--- src/rpm_pkg.sv ---
// Notes on behaviour
// - Width mode keeps the period fixed at the cycle duration, varying on-share.
// - Frequency mode emits fixed-length pulses and varies only the gap.
// - At maximum pulse rate the gap equals the pulse length.
// - Actuator type picks increasing part, decreasing part or nothing; resets to nothing.
// - Increasing part raises the process value; decreasing part lowers it.
// - Cycle duration spans minimum on-time to 999.0 s, reset 10.0 s.
// - Cycle duration never falls below minimum on-time; each limits the other.
// - Minimum on-time spans 0.3 s to cycle duration, reset 0.3 s.
// - Width-mode pulses shorter than minimum on-time are dropped for that cycle; frequency-mode pulses are not checked against it.
// - Maximum pulse rate spans 1 to 180 per minute, reset 60.
// - Frequency-mode pulse length derives from the maximum pulse rate.
// - Diagnostic relay is fail-safe: energized without error, released on error.
// - The alarm relay resets to the fail-safe diagnostic function; a control write can change it.
// - Diagnostic source is one of four classes or the individually mapped set.
// - Mapped mode releases the relay only for messages mapped to it.
// - Class mode signals every message of the chosen class; classes are writable.
// - Diagnostic mode resets to mapped, or failure class on the alarm relay.
// - The mapped message list is read-only; writes to it are dropped.
// - Each relay picks width or frequency mode; width mode after reset.
// - A modulated relay alternates energized pulse and released interval phases.
// - Hold freezes, forces a fixed value, or is ignored; ignore after reset.
package rpm_pkg;
   // ---------------------------------------------------------------
   // Timing
   // ---------------------------------------------------------------
   localparam int CLK_PERIOD_NS   = 10;
   localparam int TICK_MS         = 100;
   localparam int TICK_CYCLES     = TICK_MS * 1000000 / CLK_PERIOD_NS;
   localparam int MINUTE_MS       = 60000;
   localparam int CYCLE_MAX_MS    = 999000;
   localparam int CYCLE_RST_MS    = 10000;
   localparam int MINON_MIN_MS    = 300;
   localparam int CYCLE_MAX_TICKS = CYCLE_MAX_MS / TICK_MS;
   localparam int CYCLE_RST_TICKS = CYCLE_RST_MS / TICK_MS;
   localparam int MINON_MIN_TICKS = MINON_MIN_MS / TICK_MS;
   localparam int HALF_MIN_TICKS  = MINUTE_MS / TICK_MS / 2;
   localparam int FREQ_MIN        = 1;
   localparam int FREQ_MAX        = 180;
   localparam int FREQ_RST        = 60;
   localparam int Y_FULL          = 1000;
   localparam int MSG_N           = 16;
   localparam int TW              = 14;
   localparam int GW              = 20;
   // ---------------------------------------------------------------
   // Register map and fields
   // ---------------------------------------------------------------
   localparam logic [7:0] ADDR_CTRL   = 8'h00;
   localparam logic [7:0] ADDR_CYCLE  = 8'h04;
   localparam logic [7:0] ADDR_MINON  = 8'h08;
   localparam logic [7:0] ADDR_FREQ   = 8'h0c;
   localparam logic [7:0] ADDR_HOLDV  = 8'h10;
   localparam logic [7:0] ADDR_CLASS  = 8'h14;
   localparam logic [7:0] ADDR_MAPPED = 8'h18;
   localparam logic [7:0] ADDR_STATUS = 8'h1c;
   localparam int CTRL_FUNC_LSB  = 0;
   localparam int CTRL_MODE_BIT  = 2;
   localparam int CTRL_ACT_LSB   = 3;
   localparam int CTRL_HOLD_LSB  = 5;
   localparam int CTRL_DMODE_LSB = 8;
   localparam int STAT_Y_LSB     = 16;
   // ---------------------------------------------------------------
   // Enumerations
   // ---------------------------------------------------------------
   typedef enum logic [1:0] {FUNC_OFF, FUNC_CTRL, FUNC_DIAG} rpm_func_e;
   typedef enum logic [1:0] {ACT_NONE, ACT_INC, ACT_DEC} rpm_act_e;
   typedef enum logic [1:0] {HOLD_IGNORE, HOLD_FREEZE, HOLD_FIXED} rpm_hold_e;
   typedef enum logic [2:0] {DM_MAPPED, DM_MAINT, DM_SPEC, DM_CHECK, DM_FAIL} rpm_dmode_e;
   typedef enum logic [1:0] {PH_IDLE, PH_PULSE, PH_GAP} rpm_phase_e;
   localparam logic [1:0] CTRL_RST_FUNC  = FUNC_OFF;
   localparam logic [2:0] CTRL_RST_DMODE = DM_MAPPED;
endpackage

--- src/rpm_modulator.sv ---
// Added by the designer: the placing of the registers and the Wishbone register port.
`timescale 1ns/1ps
module rpm_modulator
   import rpm_pkg::*;
#(
   parameter int         TICK_DIV    = rpm_pkg::TICK_CYCLES,
   parameter logic       ALARM_RELAY = 1'b0
) (
   input  wire logic                     ref_clk,
   input  wire logic                     rst_n,
   input  wire logic [7:0]               wbAdr,
   input  wire logic [31:0]              wbDatI,
   output logic      [31:0]              wbDatO,
   input  wire logic [3:0]               wbSel,
   input  wire logic                     wbWe,
   input  wire logic                     wbCyc,
   input  wire logic                     wbStb,
   output logic                          wbAck,
   input  wire logic [9:0]               yInc,
   input  wire logic [9:0]               yDec,
   input  wire logic                     holdActive,
   input  wire logic [rpm_pkg::MSG_N-1:0] msgActive,
   input  wire logic [rpm_pkg::MSG_N-1:0] msgRelayMap,
   output logic                          relayOn
);
   import rpm_pkg::*;

   logic             tick;
   rpm_func_e        func_q;
   logic             pfm_q;
   rpm_act_e         act_q;
   rpm_hold_e        hold_q;
   rpm_dmode_e       dmode_q;
   logic [TW-1:0]    cycle_q;
   logic [TW-1:0]    minOn_q;
   logic [7:0]       freq_q;
   logic [8:0]       pulseLen_q;
   logic [9:0]       holdVal_q;
   logic [31:0]      class_q;
   logic             ack_q;
   logic [31:0]      datO_q;
   logic [9:0]       yLive;
   logic [9:0]       yEff_q;
   logic [TW-1:0]    pwmCnt_q;
   logic [TW-1:0]    onLen_q;
   logic [TW-1:0]    onCalc;
   rpm_phase_e       phase_q;
   logic [GW-1:0]    phCnt_q;
   logic [GW-1:0]    gapCalc;
   logic             diagErr;
   logic [MSG_N-1:0] classHit;
   logic             relayOn_q;
   logic             req;
   logic             wr;
   logic [31:0]      ctrlRd;
   logic [31:0]      wv;

   // ---------------------------------------------------------------
   // Time base
   // ---------------------------------------------------------------
   // tenth-second tick
   rpm_tick #(.DIV(TICK_DIV)) u_tick (
      .ref_clk (ref_clk),
      .rst_n   (rst_n),
      .tick    (tick)
   );

   // ---------------------------------------------------------------
   // Wishbone slave
   // ---------------------------------------------------------------
   // Byte lanes merge into the old value so partial writes keep other bytes.
   function automatic logic [31:0] merge(input logic [31:0] oldV,
                                         input logic [31:0] newV,
                                         input logic [3:0]  sel);
      logic [31:0] r;
      r = oldV;
      for (int i = 0; i < 4; i++) begin
         if (sel[i]) begin
            r[8*i +: 8] = newV[8*i +: 8];
         end
      end
      return r;
   endfunction

   assign req = wbCyc & wbStb & ~ack_q;
   assign wr  = req & wbWe;

   // The control word as software sees it.
   always_comb begin
      ctrlRd = '0;
      ctrlRd[CTRL_FUNC_LSB +: 2]  = func_q;
      ctrlRd[CTRL_MODE_BIT]       = pfm_q;
      ctrlRd[CTRL_ACT_LSB +: 2]   = act_q;
      ctrlRd[CTRL_HOLD_LSB +: 2]  = hold_q;
      ctrlRd[CTRL_DMODE_LSB +: 3] = dmode_q;
   end

   // Every request is answered one cycle later, so the ack drops after one cycle.
   always_ff @(posedge ref_clk) begin
      if (!rst_n) begin
         ack_q <= 1'b0;
      end else begin
         ack_q <= req;
      end
   end

   // Read data is captured with the request; unmapped addresses read zero.
   always_ff @(posedge ref_clk) begin
      if (!rst_n) begin
         datO_q <= '0;
      end else if (req && !wbWe) begin
         unique case (wbAdr)
            ADDR_CTRL:   datO_q <= ctrlRd;
            ADDR_CYCLE:  datO_q <= 32'(cycle_q);
            ADDR_MINON:  datO_q <= 32'(minOn_q);
            ADDR_FREQ:   datO_q <= 32'(freq_q);
            ADDR_HOLDV:  datO_q <= 32'(holdVal_q);
            ADDR_CLASS:  datO_q <= class_q;
            ADDR_MAPPED: datO_q <= 32'(msgRelayMap);
            ADDR_STATUS: datO_q <= {6'h00, yEff_q, 12'h000, phase_q, diagErr, relayOn_q};
            default:     datO_q <= '0;
         endcase
      end
   end

   assign wbAck  = ack_q;
   assign wbDatO = datO_q;

   // ---------------------------------------------------------------
   // Configuration
   // ---------------------------------------------------------------
   assign wv = merge(ctrlRd, wbDatI, wbSel);

   // Illegal field codes are ignored so the enums never hold a bad value.
   always_ff @(posedge ref_clk) begin
      if (!rst_n) begin
         act_q   <= ACT_NONE;
         pfm_q   <= 1'b0;
         hold_q  <= HOLD_IGNORE;
         func_q  <= ALARM_RELAY ? FUNC_DIAG : FUNC_OFF;
         dmode_q <= ALARM_RELAY ? DM_FAIL : DM_MAPPED;
      end else if (wr && wbAdr == ADDR_CTRL) begin
         pfm_q <= wv[CTRL_MODE_BIT];
         if (wv[CTRL_FUNC_LSB +: 2] <= 2'(FUNC_DIAG)) begin
            func_q <= rpm_func_e'(wv[CTRL_FUNC_LSB +: 2]);
         end
         if (wv[CTRL_ACT_LSB +: 2] <= 2'(ACT_DEC)) begin
            act_q <= rpm_act_e'(wv[CTRL_ACT_LSB +: 2]);
         end
         if (wv[CTRL_HOLD_LSB +: 2] <= 2'(HOLD_FIXED)) begin
            hold_q <= rpm_hold_e'(wv[CTRL_HOLD_LSB +: 2]);
         end
         if (wv[CTRL_DMODE_LSB +: 3] <= 3'(DM_FAIL)) begin
            dmode_q <= rpm_dmode_e'(wv[CTRL_DMODE_LSB +: 3]);
         end
      end
   end

   // Cycle duration and minimum on-time clamp against each other on write.
   always_ff @(posedge ref_clk) begin
      logic [31:0] v;
      v = '0;
      if (!rst_n) begin
         cycle_q <= TW'(CYCLE_RST_TICKS);
         minOn_q <= TW'(MINON_MIN_TICKS);
      end else if (wr && wbAdr == ADDR_CYCLE) begin
         v = merge(32'(cycle_q), wbDatI, wbSel);
         if (v < 32'(minOn_q)) begin
            cycle_q <= minOn_q;
         end else if (v > 32'(CYCLE_MAX_TICKS)) begin
            cycle_q <= TW'(CYCLE_MAX_TICKS);
         end else begin
            cycle_q <= v[TW-1:0];
         end
      end else if (wr && wbAdr == ADDR_MINON) begin
         v = merge(32'(minOn_q), wbDatI, wbSel);
         if (v < 32'(MINON_MIN_TICKS)) begin
            minOn_q <= TW'(MINON_MIN_TICKS);
         end else if (v > 32'(cycle_q)) begin
            minOn_q <= cycle_q;
         end else begin
            minOn_q <= v[TW-1:0];
         end
      end
   end

   // Pulse length is fixed here so the divider runs only on a write.
   always_ff @(posedge ref_clk) begin
      logic [31:0] v;
      v = '0;
      if (!rst_n) begin
         freq_q     <= 8'(FREQ_RST);
         pulseLen_q <= 9'(HALF_MIN_TICKS / FREQ_RST);
      end else if (wr && wbAdr == ADDR_FREQ) begin
         v = merge(32'(freq_q), wbDatI, wbSel);
         if (v < 32'(FREQ_MIN)) begin
            v = 32'(FREQ_MIN);
         end else if (v > 32'(FREQ_MAX)) begin
            v = 32'(FREQ_MAX);
         end
         freq_q     <= v[7:0];
         pulseLen_q <= 9'(32'(HALF_MIN_TICKS) / v);
      end
   end

   // Fixed hold value and per-message class codes.
   always_ff @(posedge ref_clk) begin
      logic [31:0] v;
      v = '0;
      if (!rst_n) begin
         holdVal_q <= '0;
         class_q   <= '0;
      end else if (wr && wbAdr == ADDR_HOLDV) begin
         v = merge(32'(holdVal_q), wbDatI, wbSel);
         holdVal_q <= (v > 32'(Y_FULL)) ? 10'(Y_FULL) : v[9:0];
      end else if (wr && wbAdr == ADDR_CLASS) begin
         class_q <= merge(class_q, wbDatI, wbSel);
      end
   end

   // ---------------------------------------------------------------
   // Manipulated variable
   // ---------------------------------------------------------------
   // part selection
   always_comb begin
      unique case (act_q)
         ACT_INC: yLive = yInc;
         ACT_DEC: yLive = yDec;
         default: yLive = '0;
      endcase
   end

   always_ff @(posedge ref_clk) begin
      if (!rst_n) begin
         yEff_q <= '0;
      end else if (holdActive && hold_q == HOLD_FIXED) begin
         yEff_q <= holdVal_q;
      end else if (!(holdActive && hold_q == HOLD_FREEZE)) begin
         yEff_q <= (yLive > 10'(Y_FULL)) ? 10'(Y_FULL) : yLive;
      end
   end

   // ---------------------------------------------------------------
   // Width modulation
   // ---------------------------------------------------------------
   // On-share of the period; a share below the minimum is dropped.
   always_comb begin
      logic [23:0] p;
      p = 24'(yEff_q) * 24'(cycle_q);
      onCalc = TW'(p / 24'(Y_FULL));
      if (onCalc < minOn_q) begin
         onCalc = '0;
      end
   end

   always_ff @(posedge ref_clk) begin
      if (!rst_n || func_q != FUNC_CTRL || pfm_q) begin
         pwmCnt_q <= '0;
         onLen_q  <= '0;
      end else if (tick) begin
         if (pwmCnt_q + 1'b1 >= cycle_q) begin
            pwmCnt_q <= '0;
            onLen_q  <= onCalc;
         end else begin
            pwmCnt_q <= pwmCnt_q + 1'b1;
         end
      end
   end

   // ---------------------------------------------------------------
   // Frequency modulation
   // ---------------------------------------------------------------
   // Gap so that pulse plus gap spans 2*len*full/y; at full y it equals len.
   always_comb begin
      logic [GW-1:0] num;
      num = GW'(pulseLen_q) * GW'(2 * Y_FULL);
      if (yEff_q == '0) begin
         gapCalc = '0;
      end else begin
         gapCalc = num / GW'(yEff_q) - GW'(pulseLen_q);
      end
   end

   always_ff @(posedge ref_clk) begin
      if (!rst_n || func_q != FUNC_CTRL || !pfm_q) begin
         phase_q <= PH_IDLE;
         phCnt_q <= '0;
      end else if (tick) begin
         unique case (phase_q)
            PH_PULSE: begin
               if (phCnt_q <= GW'(1)) begin
                  phase_q <= PH_GAP;
                  phCnt_q <= gapCalc;
               end else begin
                  phCnt_q <= phCnt_q - 1'b1;
               end
            end
            PH_IDLE, PH_GAP: begin
               if (phCnt_q <= GW'(1) && yEff_q != '0) begin
                  phase_q <= PH_PULSE;
                  phCnt_q <= GW'(pulseLen_q);
               end else if (phCnt_q != '0) begin
                  phCnt_q <= phCnt_q - 1'b1;
               end
            end
            default: begin
               phase_q <= PH_IDLE;
               phCnt_q <= '0;
            end
         endcase
      end
   end

   // ---------------------------------------------------------------
   // Diagnostics
   // ---------------------------------------------------------------
   // class match
   for (genvar i = 0; i < MSG_N; i++) begin : g_class
      assign classHit[i] = msgActive[i]
                           && ({1'b0, class_q[2*i +: 2]} == 3'(dmode_q - 3'h1));
   end

   always_comb begin
      if (dmode_q == DM_MAPPED) begin
         diagErr = |(msgActive & msgRelayMap);
      end else begin
         diagErr = |classHit;
      end
   end

   // ---------------------------------------------------------------
   // Relay drive
   // ---------------------------------------------------------------
   // A width pulse of zero length never energizes, even at period start.
   always_ff @(posedge ref_clk) begin
      if (!rst_n) begin
         relayOn_q <= 1'b0;
      end else begin
         unique case (func_q)
            FUNC_CTRL: relayOn_q <= pfm_q ? (phase_q == PH_PULSE) : (pwmCnt_q < onLen_q);
            FUNC_DIAG: relayOn_q <= ~diagErr;
            default:   relayOn_q <= 1'b0;
         endcase
      end
   end

   assign relayOn = relayOn_q;
endmodule

--- src/rpm_tick.sv ---
`timescale 1ns/1ps
module rpm_tick #(
   parameter int DIV = 10
) (
   input  wire logic ref_clk,
   input  wire logic rst_n,
   output logic      tick
);
   localparam int CW = $clog2(DIV + 1);
   logic [CW-1:0] cnt_q;

   // ---------------------------------------------------------------
   // Divider
   // ---------------------------------------------------------------
   // Counts clock cycles and emits one enable pulse per tenth second.
   always_ff @(posedge ref_clk) begin
      if (!rst_n) begin
         cnt_q <= '0;
         tick  <= 1'b0;
      end else if (cnt_q == CW'(DIV - 1)) begin
         cnt_q <= '0;
         tick  <= 1'b1;
      end else begin
         cnt_q <= cnt_q + 1'b1;
         tick  <= 1'b0;
      end
   end
endmodule
--- config.mk ---
export PLATFORM = sky130hd
export DESIGN_NAME = rpm_modulator
export DESIGN_NICKNAME = d
export VERILOG_FILES = /design/src/rpm_pkg.sv /design/src/rpm_modulator.sv /design/src/rpm_tick.sv
export SDC_FILE = /design/constraint.sdc
export NUM_CORES = 2
export LEC_CHECK = 0
export ABC_AREA = 1
export ABC_CLOCK_PERIOD_IN_PS = 135100
export BUFFER_PORTS_ARGS = -buffer_cell sky130_fd_sc_hd__buf_2
export CAP_MARGIN = 30
export CORE_UTILIZATION = 58
export CTS_BUF_LIST = sky130_fd_sc_hd__clkbuf_8 sky130_fd_sc_hd__clkbuf_16
export DETAILED_ROUTE_END_ITERATION = 7
export GPL_TIMING_DRIVEN = 0
export PLACE_DENSITY = 0.75
export SYNTH_ARGS = -nofsm -noshare
export SYNTH_HDL_FRONTEND = slang
export SYNTH_HIERARCHICAL = 1
export SYNTH_SLANG_ARGS = --single-unit
--- constraint.sdc ---
create_clock -name ref_clk -period 135.1 [get_ports ref_clk]
set_clock_uncertainty 0.2 [all_clocks]
set_input_delay 27.02 -clock ref_clk [delete_from_list [all_inputs] [get_ports ref_clk]]
set_output_delay 27.02 -clock ref_clk [all_outputs]
set_load 0.05 [all_outputs]
==> results.md <==
- Pre-Repair DR Iteration Count: 6
- CP Launch Type: input pin
- Slew Limit Fails: 0
- Max clock buf depth: 3
- Vias in the first global route: 57300
- Dpl hpwl: 150000 µm
- Die Wd: 312 µm
- Placer Congestion: 1.03
- Min-delay src: onLen_q[0]
- R2r endpoint: pulseLen_q[0]
- Max Cap Viol: 0
- Routed wire length: 178000 µm
- Register area share after synthesis: 7.74%
- Clk sinks: 216
- Post-synthesis simple-gate area fraction: 28.7%
- Core area: 95200 µm²
- Slowest library cell on the worst path: buf_1
- Die H: 312 µm
- Family with the most delay on the worst path: compound AO/OA/AOI/OAI gates
- Yosys Warn Count: 6
- GRT Overall Usage: 35.5%
- Hold WC Path Type: flip-flop to flip-flop
- DR iter-0 viols: 4994
- Post-synth top area cell: ha_1
- # resized after CTS: 0
- Post-CTS setup repair buffer count: 0
- Hold path cells: 2
- Crit Path Category: input pin to flip-flop
- Final period util: 87.1%
- Worst EP required: 135.31 ns
- EDFF count, synth: 0
- Synth Area in Adders: 23.0%
- Global route overflow: 0
- Initial Util: 58.7%
- Worst slew margin: 30.2%
- Site row count: 113
- Inserted Clock Buffers: 27
- Die Area: 97500 µm²
- Largest fanout on the critical path: 13
- FF-to-FF path depth: 461
- Max Fclk: 8.50 MHz
- Post-CTS Hold Buffers: 0
- Layout Utilization: 63.5%
- # fillers: 9340
- Placed instance count: 10800
- Synth Register Bits: 216
- Layout Nets: 10600
- Yosys cell types: 74
- Final hold vios: 0
- Port Buf Inserts: 134
- CP peak stage delay: 0.84 ns
- Final setup fails: 0
- Vias: 61300
- Clock root cell: clkbuf_16
- DR WL/cell: 16.4 µm
- CTS tree: done
- Async SR Flop Fraction: 0%
- Most used cell, CP: nand2_1
- Largest net degree at the start of global routing: 29
- Post-Synth XOR/XNOR Area: 9.63%
- RSZ-0062 raised after global routing: no
- Top_reg_cell synth: dfxtp_1
- Outcome: completed
- Commonest non-fill, non-tap cells in the layout: nand2_1, inv_1, a21oi_1
- Yosys top cell area share: 18.6%
- Via density per instance: 5.63
- Antenna violations before repair: 26
- Synth Area in Compound Gates: 21.2%
- Syn Std Cell Area: 55800 µm²
- Minimum clock period: 117.70 ns
- Most common cell after layout, fill and taps aside: nand2_1
- Arrival time at the worst endpoint: 117.91 ns
- Setup crit end kind: flip-flop
- Slew @ Worst Pin: 1.05 ns
- Share of layout cells above drive strength 1: 5.28%
- Main combinational cell family by area after synthesis: simple AND/OR/NAND/NOR gates
- I/O pin total: 136
- Later-pin clock latency in the skew report: 0.58 ns
- WP depth: 462
- CTS clock-pin slew for the worst setup and hold paths: 0.06 ns
- Fin Setup TNS: 0 ns
- Remaining DRCs: 0
- Clock H-tree levels: 1
- Hold EP: onLen_q[0]
- First-pass GRT wire length: 286000 µm
- Reg-to-reg slack, setup: 43.79 ns
- Top post-synthesis cells by area: ha_1, nand2_1, a21oi_1
- Post-route insts no fill: 10900
- Area Overhead vs Synth: 8.29%
- Post-route ant nets: 0
- Bufs and invs on worst path: 89
- Mux cell area share after synthesis: 0.0179%
- Post-synthesis cell count: 9103
- Synth Area per Inst: 6.13 µm²
- Worst r2r src: freq_q[3]
## through the flow
stage | setup slack (ns) | hold WS, ns | area (µm²)
CTS | 18.94 | 0.254 | 60400
finish | 17.40 | 0.252 | 60500
detailed placement | 18.77 | 0.240 | 59500
global placement | 17.79 | 0.238 | 59200
floorplan | 40.57 | 0.226 | 57000
global route | 8.17 | 0.267 | 60400
## flip-flops by register name, summed over array words and instances, names as in the netlist, 2 cells and up
register,flops
class_q,32
wbDatO,32
u_tick/cnt_q,24
phCnt_q,20
cycle_q,14
minOn_q,14
onLen_q,14
pwmCnt_q,14
holdVal_q,10
yEff_q,10
pulseLen_q,9
freq_q,8
dmode_q,3
act_q,2
func_q,2
hold_q,2
phase_q,2
## worst max path at each step
| stage | from | slack, ns | endpoint |
|---|---|---|---|
| 6_report | wbSel[0] | 17.40 | pulseLen_q[0] |
| 5_1_grt | wbDatI[24] | 8.17 | pulseLen_q[0] |
| 3_3_place_gp | wbDatI[24] | 17.79 | pulseLen_q[0] |
| 4_1_cts | wbDatI[24] | 18.94 | pulseLen_q[0] |
| 2_1_floorplan | wbSel[1] | 40.57 | pulseLen_q[0] |
| 3_5_place_dp | wbDatI[24] | 18.77 | pulseLen_q[0] |
## cells in the mapped netlist, types with 12 or more instances
master,n
a2111oi_0,12
a211oi_1,37
a21o_1,53
a21oi_1,937
a221oi_1,22
a31oi_1,45
and2_1,12
buf_1,16
clkbuf_1,178
clkinv_1,25
dfxtp_1,216
fa_1,122
ha_1,830
inv_1,1152
inv_2,50
nand2_1,2027
nand2_2,62
nand2_4,18
nand3_1,373
nand3_2,16
nand3b_1,17
nand4_1,95
nor2_1,896
nor2_2,33
nor3_1,86
nor4_1,15
o211ai_1,42
o21ai_0,680
o21ai_1,44
o21bai_1,86
o22ai_1,34
o31ai_1,33
or2_2,76
xnor2_1,240
xor2_1,374
## worst min-delay path, cell delays in order, from the launching register on
cell and delay, ns:
dfxtp_1 0.31, nand2_1 0.06, nand2_1 0.04
## area by class of cell
type	instances	area (µm²)	share of cell area (%)
Buffer	209	840	1.39
Multi-Input combinational cell	7750	47200	78.1
Timing Repair Buffer	145	893	1.48
Clock buffer	32	744	1.23
Antenna cell	14	35.0	0.0579
Clock inverter	15	218	0.360
Tap cell	1265	1580	2.62
Inverter	1227	4610	7.62
Sequential cell	216	4320	7.15
## kinds of logic after synthesis
family                     Yosys count
and+or+nand+nor                   3764
AOI/OAI and AO/OA                 2118
buffers and inverters             1436
adders and majority gates          952
xor gates and xnor gates           614
DFF                                216
other                                2
muxes                                1
## metal layers
metal | vias up | wire, µm | global-route usage, %
met4 | 18 | 6300 | 11.4
met3 | 308 | 15200 | 5.53
met5 | - | 103 | 0
li1 | 30900 | - | -
met2 | 1990 | 77200 | 58.2
met1 | 28000 | 79300 | 47.6
Power is not shown: default switching activity piles up to over one toggle a cycle in this logic, so the estimate is an artifact.
